==> config.mk <==
export PLATFORM = sky130hd
export DESIGN_NAME = srm_top
export DESIGN_NICKNAME = d
export VERILOG_FILES = /design/src/rtl/srm_pkg.sv /design/src/rtl/srm_pic_shadow.sv /design/src/rtl/srm_top.sv
export VERILOG_INCLUDE_DIRS = /design/src /design/src/rtl
export SDC_FILE = /design/constraint.sdc
export NUM_CORES = 1
export LEC_CHECK = 0
export BUFFER_PORTS_ARGS = -buffer_cell sky130_fd_sc_hd__buf_2
export CORE_AREA = 3 3 182 184
export DETAILED_ROUTE_END_ITERATION = 7
export DIE_AREA = 0 0 185 187
export PLACE_DENSITY_LB_ADDON = 0.3
export SYNTH_ARGS = -nofsm -noshare
export SYNTH_HDL_FRONTEND = slang
export SYNTH_HIERARCHICAL = 1
export SYNTH_SLANG_ARGS = --single-unit
export TNS_END_PERCENT = 100
==> constraint.sdc <==
create_clock -name clk -period 3.39 [get_ports clk]
set_input_delay 0.339 -clock clk [delete_from_list [all_inputs] [get_ports clk]]
set_output_delay 0.339 -clock clk [all_outputs]
set_load 0.05 [all_outputs]
==> src/rtl/srm_regs.svh <==
// Port offsets, field layouts, reset values and timing figures
`ifndef SRM_REGS_SVH
`define SRM_REGS_SVH

// ==================================================================
// I/O port offsets
`define SRM_PORT_DMA_BASE     16'h0000
`define SRM_PORT_DMA_STAT_LO  16'h0008
`define SRM_PORT_DMA_CLR_FF   16'h000c
`define SRM_PORT_PIC_M_CMD    16'h0020
`define SRM_PORT_PIC_M_DATA   16'h0021
`define SRM_PORT_TMR0         16'h0040
`define SRM_PORT_TMR2         16'h0042
`define SRM_PORT_TMR_CTRL     16'h0043
`define SRM_PORT_RTC_IDX      16'h0070
`define SRM_PORT_PIC_S_CMD    16'h00a0
`define SRM_PORT_PIC_S_DATA   16'h00a1
`define SRM_PORT_SR_CTRL      16'h00b4
`define SRM_PORT_DMA_STAT_HI  16'h00d0

// ==================================================================
// Field positions
`define SRM_SR_CTRL_EN_BIT    0
`define SRM_RTC_NMI_BIT       7
`define SRM_PIC_ICW1_BIT      4
`define SRM_PIC_OP_WORD_3_BIT      3
`define SRM_PIC_SNGL_BIT      1
`define SRM_PIC_IC4_BIT       0
`define SRM_TMR_SEL_HI        7
`define SRM_TMR_SEL_LO        6
`define SRM_DMA_TC_MASK       8'h0f

// ==================================================================
// Readback sequence last indices and reserved-bit handling
`define SRM_PIC_SEQ_LAST      4'hb
`define SRM_TMR_SEQ_LAST      3'h6
`define SRM_IW2_KEEP          8'hf8
`define SRM_IW4_KEEP          8'h12
`define SRM_OW2_KEEP          8'he7
`define SRM_OW3_KEEP          8'h47
`define SRM_OW3_FORCE         8'h08

// ==================================================================
// Reset values
`define SRM_RST_BYTE          8'h00
`define SRM_RST_WORD          16'h0000

// ==================================================================
// Timing
`define SRM_CLK_MHZ           250.0
`define SRM_FAST_TICK_MS      13.5
`define SRM_NORM_TICK_MS      54.6

`endif

==> src/rtl/srm_pkg.sv <==
// Types shared by the save/restore readback logic
`default_nettype none
package srm_pkg;
  // ================================================================
  // Interrupt controller init-word sequence, Gray coded
  typedef enum logic [1:0] {
    SRM_PIC_IDLE = 2'b00,
    SRM_PIC_W2   = 2'b01,
    SRM_PIC_W3   = 2'b11,
    SRM_PIC_W4   = 2'b10
  } srm_pic_st_t;
endpackage : srm_pkg
`default_nettype wire

==> src/rtl/srm_pic_shadow.sv <==
// Shadow copies of one interrupt controller's write-only words
`include "srm_regs.svh"
`default_nettype none
module srm_pic_shadow (
  input  wire logic       clk,
  input  wire logic       reset,
  input  wire logic       cmd_wr,
  input  wire logic       data_wr,
  input  wire logic [7:0] wdata,
  output logic      [7:0] iw2,
  output logic      [7:0] iw3,
  output logic      [7:0] iw4,
  output logic      [7:0] ow1,
  output logic      [7:0] ow2,
  output logic      [7:0] ow3
);
  srm_pkg::srm_pic_st_t st_ff, nxt_st;
  logic [7:0] iw2_ff, iw3_ff, iw4_ff, ow1_ff, ow2_ff, ow3_ff;
  logic [7:0] nxt_iw2, nxt_iw3, nxt_iw4, nxt_ow1, nxt_ow2, nxt_ow3;
  logic       sngl_ff, ic4_ff, nxt_sngl, nxt_ic4;

  // ================================================================
  // Init words follow the command word; later data writes are masks
  always_comb begin
    nxt_st   = st_ff;
    nxt_sngl = sngl_ff;
    nxt_ic4  = ic4_ff;
    nxt_iw2  = iw2_ff;
    nxt_iw3  = iw3_ff;
    nxt_iw4  = iw4_ff;
    nxt_ow1  = ow1_ff;
    nxt_ow2  = ow2_ff;
    nxt_ow3  = ow3_ff;
    if (cmd_wr) begin
      if (wdata[`SRM_PIC_ICW1_BIT]) begin
        nxt_sngl = wdata[`SRM_PIC_SNGL_BIT];
        nxt_ic4  = wdata[`SRM_PIC_IC4_BIT];
        nxt_st   = srm_pkg::SRM_PIC_W2;
      end else if (wdata[`SRM_PIC_OP_WORD_3_BIT]) begin
        nxt_ow3 = wdata;
      end else begin
        nxt_ow2 = wdata;
      end
    end else if (data_wr) begin
      case (st_ff)
        srm_pkg::SRM_PIC_W2: begin
          nxt_iw2 = wdata;
          if (!sngl_ff) begin
            nxt_st = srm_pkg::SRM_PIC_W3;
          end else if (ic4_ff) begin
            nxt_st = srm_pkg::SRM_PIC_W4;
          end else begin
            nxt_st = srm_pkg::SRM_PIC_IDLE;
          end
        end
        srm_pkg::SRM_PIC_W3: begin
          nxt_iw3 = wdata;
          nxt_st  = ic4_ff ? srm_pkg::SRM_PIC_W4 : srm_pkg::SRM_PIC_IDLE;
        end
        srm_pkg::SRM_PIC_W4: begin
          nxt_iw4 = wdata;
          nxt_st  = srm_pkg::SRM_PIC_IDLE;
        end
        default: begin
          nxt_ow1 = wdata;
        end
      endcase
    end
  end

  always_ff @(posedge clk) begin
    if (reset) begin
      st_ff   <= srm_pkg::SRM_PIC_IDLE;
      sngl_ff <= 1'b0;
      ic4_ff  <= 1'b0;
      iw2_ff  <= `SRM_RST_BYTE;
      iw3_ff  <= `SRM_RST_BYTE;
      iw4_ff  <= `SRM_RST_BYTE;
      ow1_ff  <= `SRM_RST_BYTE;
      ow2_ff  <= `SRM_RST_BYTE;
      ow3_ff  <= `SRM_RST_BYTE;
    end else begin
      st_ff   <= nxt_st;
      sngl_ff <= nxt_sngl;
      ic4_ff  <= nxt_ic4;
      iw2_ff  <= nxt_iw2;
      iw3_ff  <= nxt_iw3;
      iw4_ff  <= nxt_iw4;
      ow1_ff  <= nxt_ow1;
      ow2_ff  <= nxt_ow2;
      ow3_ff  <= nxt_ow3;
    end
  end

  // ================================================================
  // Reserved fields read back as fixed patterns
  assign iw2 = iw2_ff & `SRM_IW2_KEEP;
  assign iw3 = iw3_ff;
  assign iw4 = iw4_ff & `SRM_IW4_KEEP;
  assign ow1 = ow1_ff;
  assign ow2 = ow2_ff & `SRM_OW2_KEEP;
  assign ow3 = (ow3_ff & `SRM_OW3_KEEP) | `SRM_OW3_FORCE
             | {2'b00, ow3_ff[6], 5'h00};
endmodule : srm_pic_shadow
`default_nettype wire

==> src/rtl/srm_top.sv <==
// Save/restore readback and write-back of legacy I/O registers
//
// Summary of operation
// - In the mode, write-only registers read back; ports 20h and 40h step per read.
// - Port 20h returns six master then six slave controller words.
// - Port 40h walks seven reads: counter 0 status/base, counter 2 base.
// - Port 42h read returns counter 2 status in bits 5:0.
// - Port 70h read returns last written clock index in bits 6:0.
// - Controller readback forces reserved fields to fixed values.
// - In the mode, read-only current registers accept writes.
// - Normal writes to base registers also load the current registers.
// - After timer readback and mode exit, system tick runs at 13.5 ms.
// - In the mode, writes to 08h and D0h load DMA status.
`include "srm_regs.svh"
`default_nettype none
module srm_top #(
  parameter int unsigned DMA_CH        = 4,
  parameter int unsigned NORM_TICK_CYC =
    int'(`SRM_NORM_TICK_MS * 1000.0 * `SRM_CLK_MHZ),
  parameter int unsigned FAST_TICK_CYC =
    int'(`SRM_FAST_TICK_MS * 1000.0 * `SRM_CLK_MHZ)
) (
  input  wire logic        clk,
  input  wire logic        reset,
  input  wire logic [15:0] io_addr,
  input  wire logic        io_wr,
  input  wire logic        io_rd,
  input  wire logic [7:0]  io_wdata,
  input  wire logic [7:0]  dma_status_lo_set,
  input  wire logic [7:0]  dma_status_hi_set,
  output logic             io_rd_claim,
  output logic      [7:0]  io_rdata,
  output logic             io_rd_valid,
  output logic             save_restore_mode,
  output logic             sys_tick,
  output logic             timer_fast
);
  localparam int unsigned NREG = 2 * DMA_CH;

  // ================================================================
  // Elaboration checks
  if (DMA_CH < 1 || DMA_CH > 4) begin : g_bad_ch
    $error("DMA_CH must be 1 to 4");
  end
  if (NORM_TICK_CYC < 2 || NORM_TICK_CYC >= (1 << 24) ||
      FAST_TICK_CYC < 2 || FAST_TICK_CYC >= (1 << 24)) begin : g_bad_tick
    $error("tick periods must fit 2 to 2**24-1 cycles");
  end

  // ================================================================
  // Helpers
  function automatic logic [15:0] set_byte(input logic [15:0] w,
                                           input logic        hi,
                                           input logic [7:0]  d);
    set_byte = hi ? {d, w[7:0]} : {w[15:8], d};
  endfunction : set_byte

  // Base count write following the counter's read/write mode
  function automatic logic [15:0] tmr_load(input logic [15:0] w,
                                           input logic [1:0]  rw,
                                           input logic        tog,
                                           input logic [7:0]  d);
    case (rw)
      2'b01:   tmr_load = set_byte(w, 1'b0, d);
      2'b10:   tmr_load = set_byte(w, 1'b1, d);
      2'b11:   tmr_load = set_byte(w, tog, d);
      default: tmr_load = w;
    endcase
  endfunction : tmr_load

  // ================================================================
  // Decode
  logic wr_pm_cmd, wr_pm_data, wr_ps_cmd, wr_ps_data;
  logic rd_pic, rd_t0, rd_t2;
  assign wr_pm_cmd  = io_wr && io_addr == `SRM_PORT_PIC_M_CMD;
  assign wr_pm_data = io_wr && io_addr == `SRM_PORT_PIC_M_DATA;
  assign wr_ps_cmd  = io_wr && io_addr == `SRM_PORT_PIC_S_CMD;
  assign wr_ps_data = io_wr && io_addr == `SRM_PORT_PIC_S_DATA;
  assign rd_pic     = io_rd && io_addr == `SRM_PORT_PIC_M_CMD;
  assign rd_t0      = io_rd && io_addr == `SRM_PORT_TMR0;
  assign rd_t2      = io_rd && io_addr == `SRM_PORT_TMR2;

  // ================================================================
  // Interrupt controller shadows
  logic [7:0] pic_word [12];

  srm_pic_shadow u_pic_m (
    .clk     (clk),
    .reset   (reset),
    .cmd_wr  (wr_pm_cmd),
    .data_wr (wr_pm_data),
    .wdata   (io_wdata),
    .iw2     (pic_word[0]),
    .iw3     (pic_word[1]),
    .iw4     (pic_word[2]),
    .ow1     (pic_word[3]),
    .ow2     (pic_word[4]),
    .ow3     (pic_word[5])
  );

  srm_pic_shadow u_pic_s (
    .clk     (clk),
    .reset   (reset),
    .cmd_wr  (wr_ps_cmd),
    .data_wr (wr_ps_data),
    .wdata   (io_wdata),
    .iw2     (pic_word[6]),
    .iw3     (pic_word[7]),
    .iw4     (pic_word[8]),
    .ow1     (pic_word[9]),
    .ow2     (pic_word[10]),
    .ow3     (pic_word[11])
  );

  // ================================================================
  // State
  logic        mode_ff, nxt_mode;
  logic [3:0]  pic_idx_ff, nxt_pic_idx;
  logic [2:0]  tmr_idx_ff, nxt_tmr_idx;
  logic [6:0]  rtc_idx_ff, nxt_rtc_idx;
  logic        nmi_en_ff, nxt_nmi_en;
  logic [5:0]  st0_ff, st2_ff, nxt_st0, nxt_st2;
  logic [15:0] base0_ff, base2_ff, nxt_base0, nxt_base2;
  logic        tog0_ff, tog2_ff, nxt_tog0, nxt_tog2;
  logic        tmr_read_ff, nxt_tmr_read;
  logic        fast_ff, nxt_fast;
  logic [23:0] tick_cnt_ff, nxt_tick_cnt;
  logic        tick_ff, nxt_tick;
  logic [15:0] dma_base_ff [NREG];
  logic [15:0] dma_cur_ff  [NREG];
  logic [15:0] nxt_dma_base [NREG];
  logic [15:0] nxt_dma_cur  [NREG];
  logic        byte_hi_ff, nxt_byte_hi;
  logic [7:0]  stat_lo_ff, stat_hi_ff, nxt_stat_lo, nxt_stat_hi;
  logic [7:0]  rdata_ff, nxt_rdata;
  logic        rd_valid_ff, nxt_rd_valid;
  logic        entering, leaving;
  logic [7:0]  rd_val;

  assign entering = nxt_mode && !mode_ff;
  assign leaving  = !nxt_mode && mode_ff;

  // ================================================================
  // Read answer; covered readback ports only claim while in the mode
  always_comb begin
    io_rd_claim = 1'b0;
    rd_val      = `SRM_RST_BYTE;
    if (io_addr == `SRM_PORT_SR_CTRL) begin
      io_rd_claim = 1'b1;
      rd_val      = {7'h00, mode_ff};
    end else if (io_addr == `SRM_PORT_PIC_M_CMD) begin
      io_rd_claim = mode_ff;
      rd_val      = pic_word[pic_idx_ff];
    end else if (io_addr == `SRM_PORT_TMR0) begin
      io_rd_claim = mode_ff;
      case (tmr_idx_ff)
        3'h0:    rd_val = {2'b00, st0_ff};
        3'h1:    rd_val = base0_ff[7:0];
        3'h2:    rd_val = base0_ff[15:8];
        3'h5:    rd_val = base2_ff[7:0];
        3'h6:    rd_val = base2_ff[15:8];
        default: rd_val = `SRM_RST_BYTE;
      endcase
    end else if (io_addr == `SRM_PORT_TMR2) begin
      io_rd_claim = mode_ff;
      rd_val      = {2'b00, st2_ff};
    end else if (io_addr == `SRM_PORT_RTC_IDX) begin
      io_rd_claim = 1'b1;
      rd_val      = {mode_ff & nmi_en_ff, rtc_idx_ff};
    end else if (io_addr == `SRM_PORT_DMA_STAT_LO) begin
      io_rd_claim = 1'b1;
      rd_val      = stat_lo_ff;
    end else if (io_addr == `SRM_PORT_DMA_STAT_HI) begin
      io_rd_claim = 1'b1;
      rd_val      = stat_hi_ff;
    end else if (io_addr < 16'(NREG)) begin
      io_rd_claim = 1'b1;
      rd_val      = byte_hi_ff ? dma_cur_ff[io_addr[2:0]][15:8]
                               : dma_cur_ff[io_addr[2:0]][7:0];
    end
  end

  // ================================================================
  // Next state
  always_comb begin
    nxt_mode     = mode_ff;
    nxt_pic_idx  = pic_idx_ff;
    nxt_tmr_idx  = tmr_idx_ff;
    nxt_rtc_idx  = rtc_idx_ff;
    nxt_nmi_en   = nmi_en_ff;
    nxt_st0      = st0_ff;
    nxt_st2      = st2_ff;
    nxt_base0    = base0_ff;
    nxt_base2    = base2_ff;
    nxt_tog0     = tog0_ff;
    nxt_tog2     = tog2_ff;
    nxt_tmr_read = tmr_read_ff;
    nxt_fast     = fast_ff;
    nxt_tick_cnt = tick_cnt_ff + 24'h000001;
    nxt_tick     = 1'b0;
    nxt_dma_base = dma_base_ff;
    nxt_dma_cur  = dma_cur_ff;
    nxt_byte_hi  = byte_hi_ff;
    nxt_stat_lo  = stat_lo_ff;
    nxt_stat_hi  = stat_hi_ff;
    nxt_rdata    = rdata_ff;
    nxt_rd_valid = io_rd && io_rd_claim;

    if (io_wr && io_addr == `SRM_PORT_SR_CTRL) begin
      nxt_mode = io_wdata[`SRM_SR_CTRL_EN_BIT];
    end

    // Sequence pointers
    if (entering) begin
      nxt_pic_idx = 4'h0;
      nxt_tmr_idx = 3'h0;
    end else if (mode_ff) begin
      if (rd_pic) begin
        nxt_pic_idx = (pic_idx_ff == `SRM_PIC_SEQ_LAST) ? 4'h0
                    : pic_idx_ff + 4'h1;
      end
      if (rd_t0) begin
        nxt_tmr_idx = (tmr_idx_ff == `SRM_TMR_SEQ_LAST) ? 3'h0
                    : tmr_idx_ff + 3'h1;
      end
    end

    if (io_wr && io_addr == `SRM_PORT_RTC_IDX) begin
      nxt_rtc_idx = io_wdata[6:0];
      nxt_nmi_en  = io_wdata[`SRM_RTC_NMI_BIT];
    end

    // Timer control and base counts
    if (io_wr && io_addr == `SRM_PORT_TMR_CTRL && io_wdata[5:4] != 2'b00)
    begin
      case (io_wdata[`SRM_TMR_SEL_HI:`SRM_TMR_SEL_LO])
        2'b00: begin
          nxt_st0  = io_wdata[5:0];
          nxt_tog0 = 1'b0;
          nxt_fast = 1'b0;
        end
        2'b10: begin
          nxt_st2  = io_wdata[5:0];
          nxt_tog2 = 1'b0;
        end
        default: begin
          nxt_st0 = st0_ff;
        end
      endcase
    end
    if (io_wr && io_addr == `SRM_PORT_TMR0) begin
      nxt_base0 = tmr_load(base0_ff, st0_ff[5:4], tog0_ff, io_wdata);
      nxt_tog0  = (st0_ff[5:4] == 2'b11) ? !tog0_ff : 1'b0;
    end
    if (io_wr && io_addr == `SRM_PORT_TMR2) begin
      nxt_base2 = tmr_load(base2_ff, st2_ff[5:4], tog2_ff, io_wdata);
      nxt_tog2  = (st2_ff[5:4] == 2'b11) ? !tog2_ff : 1'b0;
    end

    // Timer readback disturbs the system tick once the mode is left
    if (mode_ff && (rd_t0 || rd_t2)) begin
      nxt_tmr_read = 1'b1;
    end
    if (leaving && (tmr_read_ff || rd_t0 || rd_t2)) begin
      nxt_fast     = 1'b1;
      nxt_tmr_read = 1'b0;
    end
    if (tick_cnt_ff >= (fast_ff ? 24'(FAST_TICK_CYC - 1)
                                : 24'(NORM_TICK_CYC - 1))) begin
      nxt_tick_cnt = 24'h000000;
      nxt_tick     = 1'b1;
    end

    // DMA address and count registers
    if (io_addr < 16'(NREG) && (io_wr || io_rd)) begin
      nxt_byte_hi = !byte_hi_ff;
      if (io_wr) begin
        nxt_dma_cur[io_addr[2:0]] =
          set_byte(dma_cur_ff[io_addr[2:0]], byte_hi_ff, io_wdata);
        if (!mode_ff) begin
          nxt_dma_base[io_addr[2:0]] =
            set_byte(dma_base_ff[io_addr[2:0]], byte_hi_ff, io_wdata);
        end
      end
    end
    if (io_wr && io_addr == `SRM_PORT_DMA_CLR_FF) begin
      nxt_byte_hi = 1'b0;
    end

    // Status: read outside the mode clears terminal counts, new events always win
    if (io_rd && io_addr == `SRM_PORT_DMA_STAT_LO && !mode_ff) begin
      nxt_stat_lo = stat_lo_ff & ~`SRM_DMA_TC_MASK;
    end
    if (io_rd && io_addr == `SRM_PORT_DMA_STAT_HI && !mode_ff) begin
      nxt_stat_hi = stat_hi_ff & ~`SRM_DMA_TC_MASK;
    end
    if (mode_ff && io_wr && io_addr == `SRM_PORT_DMA_STAT_LO) begin
      nxt_stat_lo = io_wdata;
    end
    if (mode_ff && io_wr && io_addr == `SRM_PORT_DMA_STAT_HI) begin
      nxt_stat_hi = io_wdata;
    end
    nxt_stat_lo = nxt_stat_lo | dma_status_lo_set;
    nxt_stat_hi = nxt_stat_hi | dma_status_hi_set;

    if (io_rd && io_rd_claim) begin
      nxt_rdata = rd_val;
    end
  end

  always_ff @(posedge clk) begin
    if (reset) begin
      mode_ff     <= 1'b0;
      pic_idx_ff  <= 4'h0;
      tmr_idx_ff  <= 3'h0;
      rtc_idx_ff  <= 7'h00;
      nmi_en_ff   <= 1'b0;
      st0_ff      <= 6'h00;
      st2_ff      <= 6'h00;
      base0_ff    <= `SRM_RST_WORD;
      base2_ff    <= `SRM_RST_WORD;
      tog0_ff     <= 1'b0;
      tog2_ff     <= 1'b0;
      tmr_read_ff <= 1'b0;
      fast_ff     <= 1'b0;
      tick_cnt_ff <= 24'h000000;
      tick_ff     <= 1'b0;
      for (int i = 0; i < NREG; i++) begin
        dma_base_ff[i] <= `SRM_RST_WORD;
        dma_cur_ff[i]  <= `SRM_RST_WORD;
      end
      byte_hi_ff  <= 1'b0;
      stat_lo_ff  <= `SRM_RST_BYTE;
      stat_hi_ff  <= `SRM_RST_BYTE;
      rdata_ff    <= `SRM_RST_BYTE;
      rd_valid_ff <= 1'b0;
    end else begin
      mode_ff     <= nxt_mode;
      pic_idx_ff  <= nxt_pic_idx;
      tmr_idx_ff  <= nxt_tmr_idx;
      rtc_idx_ff  <= nxt_rtc_idx;
      nmi_en_ff   <= nxt_nmi_en;
      st0_ff      <= nxt_st0;
      st2_ff      <= nxt_st2;
      base0_ff    <= nxt_base0;
      base2_ff    <= nxt_base2;
      tog0_ff     <= nxt_tog0;
      tog2_ff     <= nxt_tog2;
      tmr_read_ff <= nxt_tmr_read;
      fast_ff     <= nxt_fast;
      tick_cnt_ff <= nxt_tick_cnt;
      tick_ff     <= nxt_tick;
      dma_base_ff <= nxt_dma_base;
      dma_cur_ff  <= nxt_dma_cur;
      byte_hi_ff  <= nxt_byte_hi;
      stat_lo_ff  <= nxt_stat_lo;
      stat_hi_ff  <= nxt_stat_hi;
      rdata_ff    <= nxt_rdata;
      rd_valid_ff <= nxt_rd_valid;
    end
  end

  assign io_rdata          = rdata_ff;
  assign io_rd_valid       = rd_valid_ff;
  assign save_restore_mode = mode_ff;
  assign sys_tick          = tick_ff;
  assign timer_fast        = fast_ff;
endmodule : srm_top
`default_nettype wire

==> results of run 1 <==
[cells by family (layout without fill, tap and decap cells)]
group / after synthesis / after routing / synth area share, %
AO/OA/AOI/OAI: 360 / 360 / 15.0
XOR/XNOR: 23 / 23 / 1.28
adder cells (fa/ha/maj): 20 / 20 / 1.59
buffers and inverters: 175 / 200 / 5.42
flip-flops: 317 / 317 / 40.3
multiplexers: 169 / 169 / 13.5
other: 4 / 28 / 0.0952
AND/OR/NAND/NOR: 735 / 735 / 22.9
[through the flow]
step / power (µW) / setup slack, ps / area [µm²] / util [%] / hold slack, ps
after global routing: 8520 / 272 / 17600 / 55.8 / 47.3
after floorplan: 4120 / 592 / 15900 / - / 413
after CTS: 8320 / 523 / 17600 / 55.8 / 24.0
after global placement: 4280 / 301 / 16400 / 51.9 / 425
after detailed placement: 4280 / 265 / 16400 / 51.9 / 436
final: 8280 / 506 / 17600 / 55.8 / 31.3
[worst min-delay path: cells and delay by family]
| kind | cells | cell delay, ps |
|---|---|---|
| simple gates | 1 | 60 |
| compound gates | 1 | 30 |
| buf+inv | 1 | 80 |
[routing by layer]
layer	part of all wire [%]	up-vias	GRT usage, %
met5	0.036	-	0
met4	3.1	4	7.47
met3	7.5	107	4.06
met2	44	518	38.1
met1	45	6349	36.0
li1	-	6372	-
[power by group]
| part | leakage (µW) | total (µW) | internal [µW] | switching, µW |
|---|---|---|---|---|
| clock network | 0.000622 | 4070 | 2510 | 1560 |
| logic | 0.00352 | 451 | 146 | 305 |
| registers | 0.00256 | 3760 | 3740 | 15.8 |
[state kept, by name, indices dropped and copies added, names as in the netlist, 7 cells and up]
name,flops
dma_cur_ff,128
tick_cnt_ff,24
base0_ff,16
base2_ff,16
io_rdata,8
stat_hi_ff,8
stat_lo_ff,8
u_pic_m/iw3,8
u_pic_m/ow1,8
u_pic_s/iw3,8
u_pic_s/ow1,8
rtc_idx_ff,7
[final cells by class]
cell class / instances / area, µm² / area share [%]
inverter: 19 / 71.3 / 0.405
timing repair buffer: 118 / 779 / 4.43
sequential: 317 / 6350 / 36.0
tap: 402 / 503 / 2.86
multi-input combinational: 1335 / 8660 / 49.2
clock buffer: 49 / 1070 / 6.08
clock inverter: 14 / 176 / 1.00
[final timing paths]
path              cells past startpoint  slack (ps)             end            startpoint
hold / removal                        3          30   stat_lo_ff[5]  dma_status_lo_set[5]
setup / recovery                      8         510  tick_cnt_ff[2]            timer_fast
hold reg to reg                       1         440  tick_cnt_ff[0]        tick_cnt_ff[0]
setup reg to reg                      8         510  tick_cnt_ff[2]            timer_fast
[cells in the mapped netlist, types with 6 or more instances]
cell	instances	share of area, %
nor2_1	241	5.7
buf_1	6	0.14
a31oi_1	7	0.28
and2_1	7	0.28
nand4_1	14	0.56
dfxtp_1	317	40
nand3_1	43	1.4
o31ai_1	7	0.33
ha_1	20	1.6
inv_1	19	0.45
nor3_1	35	1.1
a211oi_1	49	2.3
nor2b_1	17	0.67
clkbuf_1	87	2.1
xor2_1	9	0.50
nand2b_1	94	3.7
nor4_1	7	0.28
a221o_1	13	0.83
a21oi_1	157	5.0
a221oi_1	14	0.78
o21ai_0	17	0.54
and3_1	10	0.40
o21ai_1	6	0.19
mux4_2	34	4.9
o211ai_1	9	0.43
buf_4	35	1.7
xnor2_1	14	0.78
nand2_1	197	4.7
mux2i_1	121	7.7
mux2_2	14	1.0
buf_2	22	0.70
o22ai_1	17	0.67
or3_1	8	0.32
or4_1	8	0.38
==> impl_metrics.yaml, run 1 <==
run_status:
  outcome: "finished clean"
worst_setup_path:
  path_buf_inv: 1
  arrival_ps: 3320
  worst-path-max-fanout: 24
  crit_chain: "inv_1 > ha_1 > a211o_1 > a21oi_1 > o21ai_0 > and3_1 > or3_1 > nor2_1"
  cp_slowest_cell: "or3_1"
  startpoint_type: "register"
  worstPathRequired_ps: 3830
  worst_setup_path_end_kind: "register"
  slowest_delay_ps: 710
  crit_type: "register to register"
  critPathTopFamily: "simple AND/OR/NAND/NOR gates"
cts:
  cts.sinks: 317
  cts.clk_slew.worst_paths_ps: 60
  cts_resized: 0
  cts-hold-fix-buffers: 0
  htreeDepth: 2
  cts_buffers: 35
  clock_latency_ps: 520
  cts_tree: "built"
  post_cts_buffers: 0
  clock_path_buffers: 3
  ctsRootBufferMaster: "clkbuf_16"
cells_and_area:
  nNetsFinal: 1890
  layout-drive-gt1-share_pct: 15.0
  final_common_cell: "dfxtp_1"
  nFillCells: 2844
  syn2layout_area_growth_pct: 11.7
  antennaDiodeCount: 0
  fin_cells: 2254
  final_cell_mix: "dfxtp_1 (316), nor2_1 (241), nand2_1 (197)"
synthesis:
  netlist_area_um2: 15800
  synthCells: 1803
  yosysWarnings: 6
  synth_seq_area_share_pct: 40.3
  synth.avg_cell_area_um2: 8.74
  synth_cell_types: 82
  async_flop_share_pct: 0
  synth-main-ff-cell: "dfxtp_1"
  ys_ff_latch: 317
  synth-edff-count: 0
routing:
  num_vias: 13400
  wl_mm: 44.2
  first_pass_iters: 8
  initialDrtViolationCount: 1276
  post_drt_via_cell_ratio: 5.92
  wire_per_inst_um: 19.6
  ant_nets: 0
  drcViolationCount: 0
global_routing:
  grt_max_degree: 128
  overflow: 0
  first_global_vias: 12500
  antenna_found_initial: 2
  grt_usage_pct: 24.9
  grt_pass1_wl_mm: 69.2
power_and_ir_drop:
  p_per_area_nw_per_um2: 470
  p_leak_uw: 0.00670
  ir_worst_vdd_mv: 0.268
floorplanning:
  start_util_pct: 50.0
  die_h_um: 187
  die_x_um: 185
  ios: 57
  dieArea_um2: 34600
  rows: 65
  core_area_um2: 31600
timing:
  period_minus_slack_ps: 2880
  worst_slew_pin_slew_ps: 928
  fin_crit_sh_pct: 85.1
  setup_viol: 0
  skew_ps: 10.6
  final-hold-violation-count: 0
  rsz0062_at_grt: "false"
  slew_headroom_pct: 37.7
  drv_slew: 0
  finalSetupTns_ps: 0
  fmax_mhz: 347
placed_design:
  dpl.hpwl_mm: 30.1
  gp_congestion: 0.968
  port_buffers: 56
  place_inst: 2191
job:
  drv_cap: 0
hold_path:
  hp-class: "input pin to register"
No activity file was read; power rests on OpenSTA's default activity.
==> run 2: changes to the inputs <==
Settings changed: HOLD_SLACK_MARGIN from default to 0.05.
==> impl_metrics.yaml, run 2 (synthesized netlist as in run 1, its figures left out) <==
run_status:
  outcome: "finished clean"
global_routing:
  antenna_found_initial: 2
  overflow: 0
  grt_usage_pct: 24.9
  first_global_vias: 12500
  grt_pass1_wl_mm: 69.2
  grt_max_degree: 128
cts:
  clock_path_buffers: 3
  cts_resized: 0
  cts_buffers: 35
  cts.sinks: 317
  clock_latency_ps: 520
  cts_tree: "built"
  post_cts_buffers: 0
  cts.clk_slew.worst_paths_ps: 60
  htreeDepth: 2
  ctsRootBufferMaster: "clkbuf_16"
cells_and_area:
  top_regs: "dma_cur_ff (128), tick_cnt_ff (24)"
  regMostFlops: "dma_cur_ff"
  final_common_cell: "dfxtp_1"
  final_cell_mix: "dfxtp_1 (316), nor2_1 (241), nand2_1 (197)"
  antennaDiodeCount: 0
  layout-drive-gt1-share_pct: 15.0
  syn2layout_area_growth_pct: 12.0
  largest_register_ffs: 128
  nNetsFinal: 1895
job:
  drv_cap: 0
power_and_ir_drop:
  switchingPower_uw: 1880
  ir_worst_vdd_mv: 0.268
  power_frac_comb_pct: 5.5
  p_clk_share_pct: 49.1
  power.internal_uw: 6400
  p_sw_share_pct: 22.7
  power_frac_seq_pct: 45.3
  p_per_area_nw_per_um2: 469
  p_leak_uw: 0.00673
worst_setup_path:
  slowest_delay_ps: 710
  path_buf_inv: 1
  worst-path-max-fanout: 24
  cp_slowest_cell: "or3_1"
  arrival_ps: 3330
  critPathTopFamily: "simple AND/OR/NAND/NOR gates"
  crit_chain: "inv_1 > ha_1 > a211o_1 > a21oi_1 > o21ai_0 > and3_1 > or3_1 > nor2_1"
  worstPathRequired_ps: 3830
  startpoint_type: "register"
  crit_type: "register to register"
  worst_setup_path_end_kind: "register"
routing:
  num_vias: 13400
  wire_per_inst_um: 19.6
  initialDrtViolationCount: 1365
  ant_nets: 0
  post_drt_via_cell_ratio: 5.92
  wl_mm: 44.4
  drcViolationCount: 0
  first_pass_iters: 5
placed_design:
  port_buffers: 56
  gp_congestion: 0.968
  dpl.hpwl_mm: 30.1
floorplanning:
  rows: 65
  dieArea_um2: 34600
  start_util_pct: 50.0
  core_area_um2: 31600
  die_x_um: 185
  ios: 57
  die_h_um: 187
hold_path:
  hp-class: "input pin to register"
timing:
  worst_slew_pin_slew_ps: 914
  fmax_mhz: 346
  skew_ps: 8.34
  setup_viol: 0
  drv_slew: 0
  rsz0062_at_grt: "false"
  finalSetupTns_ps: 0
  slew_headroom_pct: 38.6
  period_minus_slack_ps: 2890
  final-hold-violation-count: 0
  worst_hold_slack_ps: 62.1
  fin_crit_sh_pct: 85.3
==> run 2: cell types whose count changed in the layout (fill, tap and decap cells not counted), sizes merged <==
cell	change
dlygate4sd3	+5
==> run 2: path summary, 6_finish.rpt <==
kind / slack, ps / cells after the start / endpoint / startpoint
min: 60 / 3 / stat_hi_ff[6] / dma_status_hi_set[6]
min reg2reg: 440 / 1 / tick_cnt_ff[0] / tick_cnt_ff[0]
max reg2reg: 500 / 8 / tick_cnt_ff[2] / timer_fast
max: 500 / 8 / tick_cnt_ff[2] / timer_fast
==> run 2: power groups by stage <==
stage / combinational (µW) / clock, µW / sequential, µW
detailed placement: 441 / 0 / 3840
global route: 486 / 4290 / 3760
floorplan: 290 / 0 / 3830
global placement: 438 / 0 / 3840
finish: 457 / 4070 / 3760
CTS: 447 / 4120 / 3760
==> run 2: layout make-up <==
class,instances,area [µm²]
Timing Repair Buffer,123,830
Multi-Input combinational cell,1335,8660
Clock buffer,49,1070
Inverter,19,71.3
Tap cell,402,503
Sequential cell,317,6350
Fill cell,2839,13900
Clock inverter,14,176
==> run 2: metrics by stage <==
stage	cell area (µm²)	power (µW)	setup slack, ps	cells	utilization (%)
after floorplan	15900	4120	592	1827	-
after global placement	16400	4280	301	2191	51.9
after detailed placement	16400	4280	265	2191	51.9
after CTS	17700	8330	523	2259	56.0
after global routing	17700	8530	272	2259	56.0
final	17700	8290	498	2259	56.0
==> run 2: repair_timing <==
item	4_1_cts	5_1_grt
hold buffers	5	0
endpoints found under the hold margin	5	0
endpoints found under the setup margin	0	0
==> run 2: worst register-to-register path: stages, from the launching register on <==
cell     delay (ps)
dfxtp_1         540
inv_1           290
ha_1            360
a211o_1         270
a21oi_1         130
o21ai_0         100
and3_1          180
or3_1           710
nor2_1          230
==> run 2: metal layers <==
metal	vias to the layer above	part of all wire, %	routed length [µm]	GRT usage, %
met5	-	0.036	16	0
met4	4	3.1	1370	7.47
met3	96	7.5	3330	4.05
met2	536	44	19700	38.2
met1	6355	45	20000	36.0
li1	6374	-	-	-
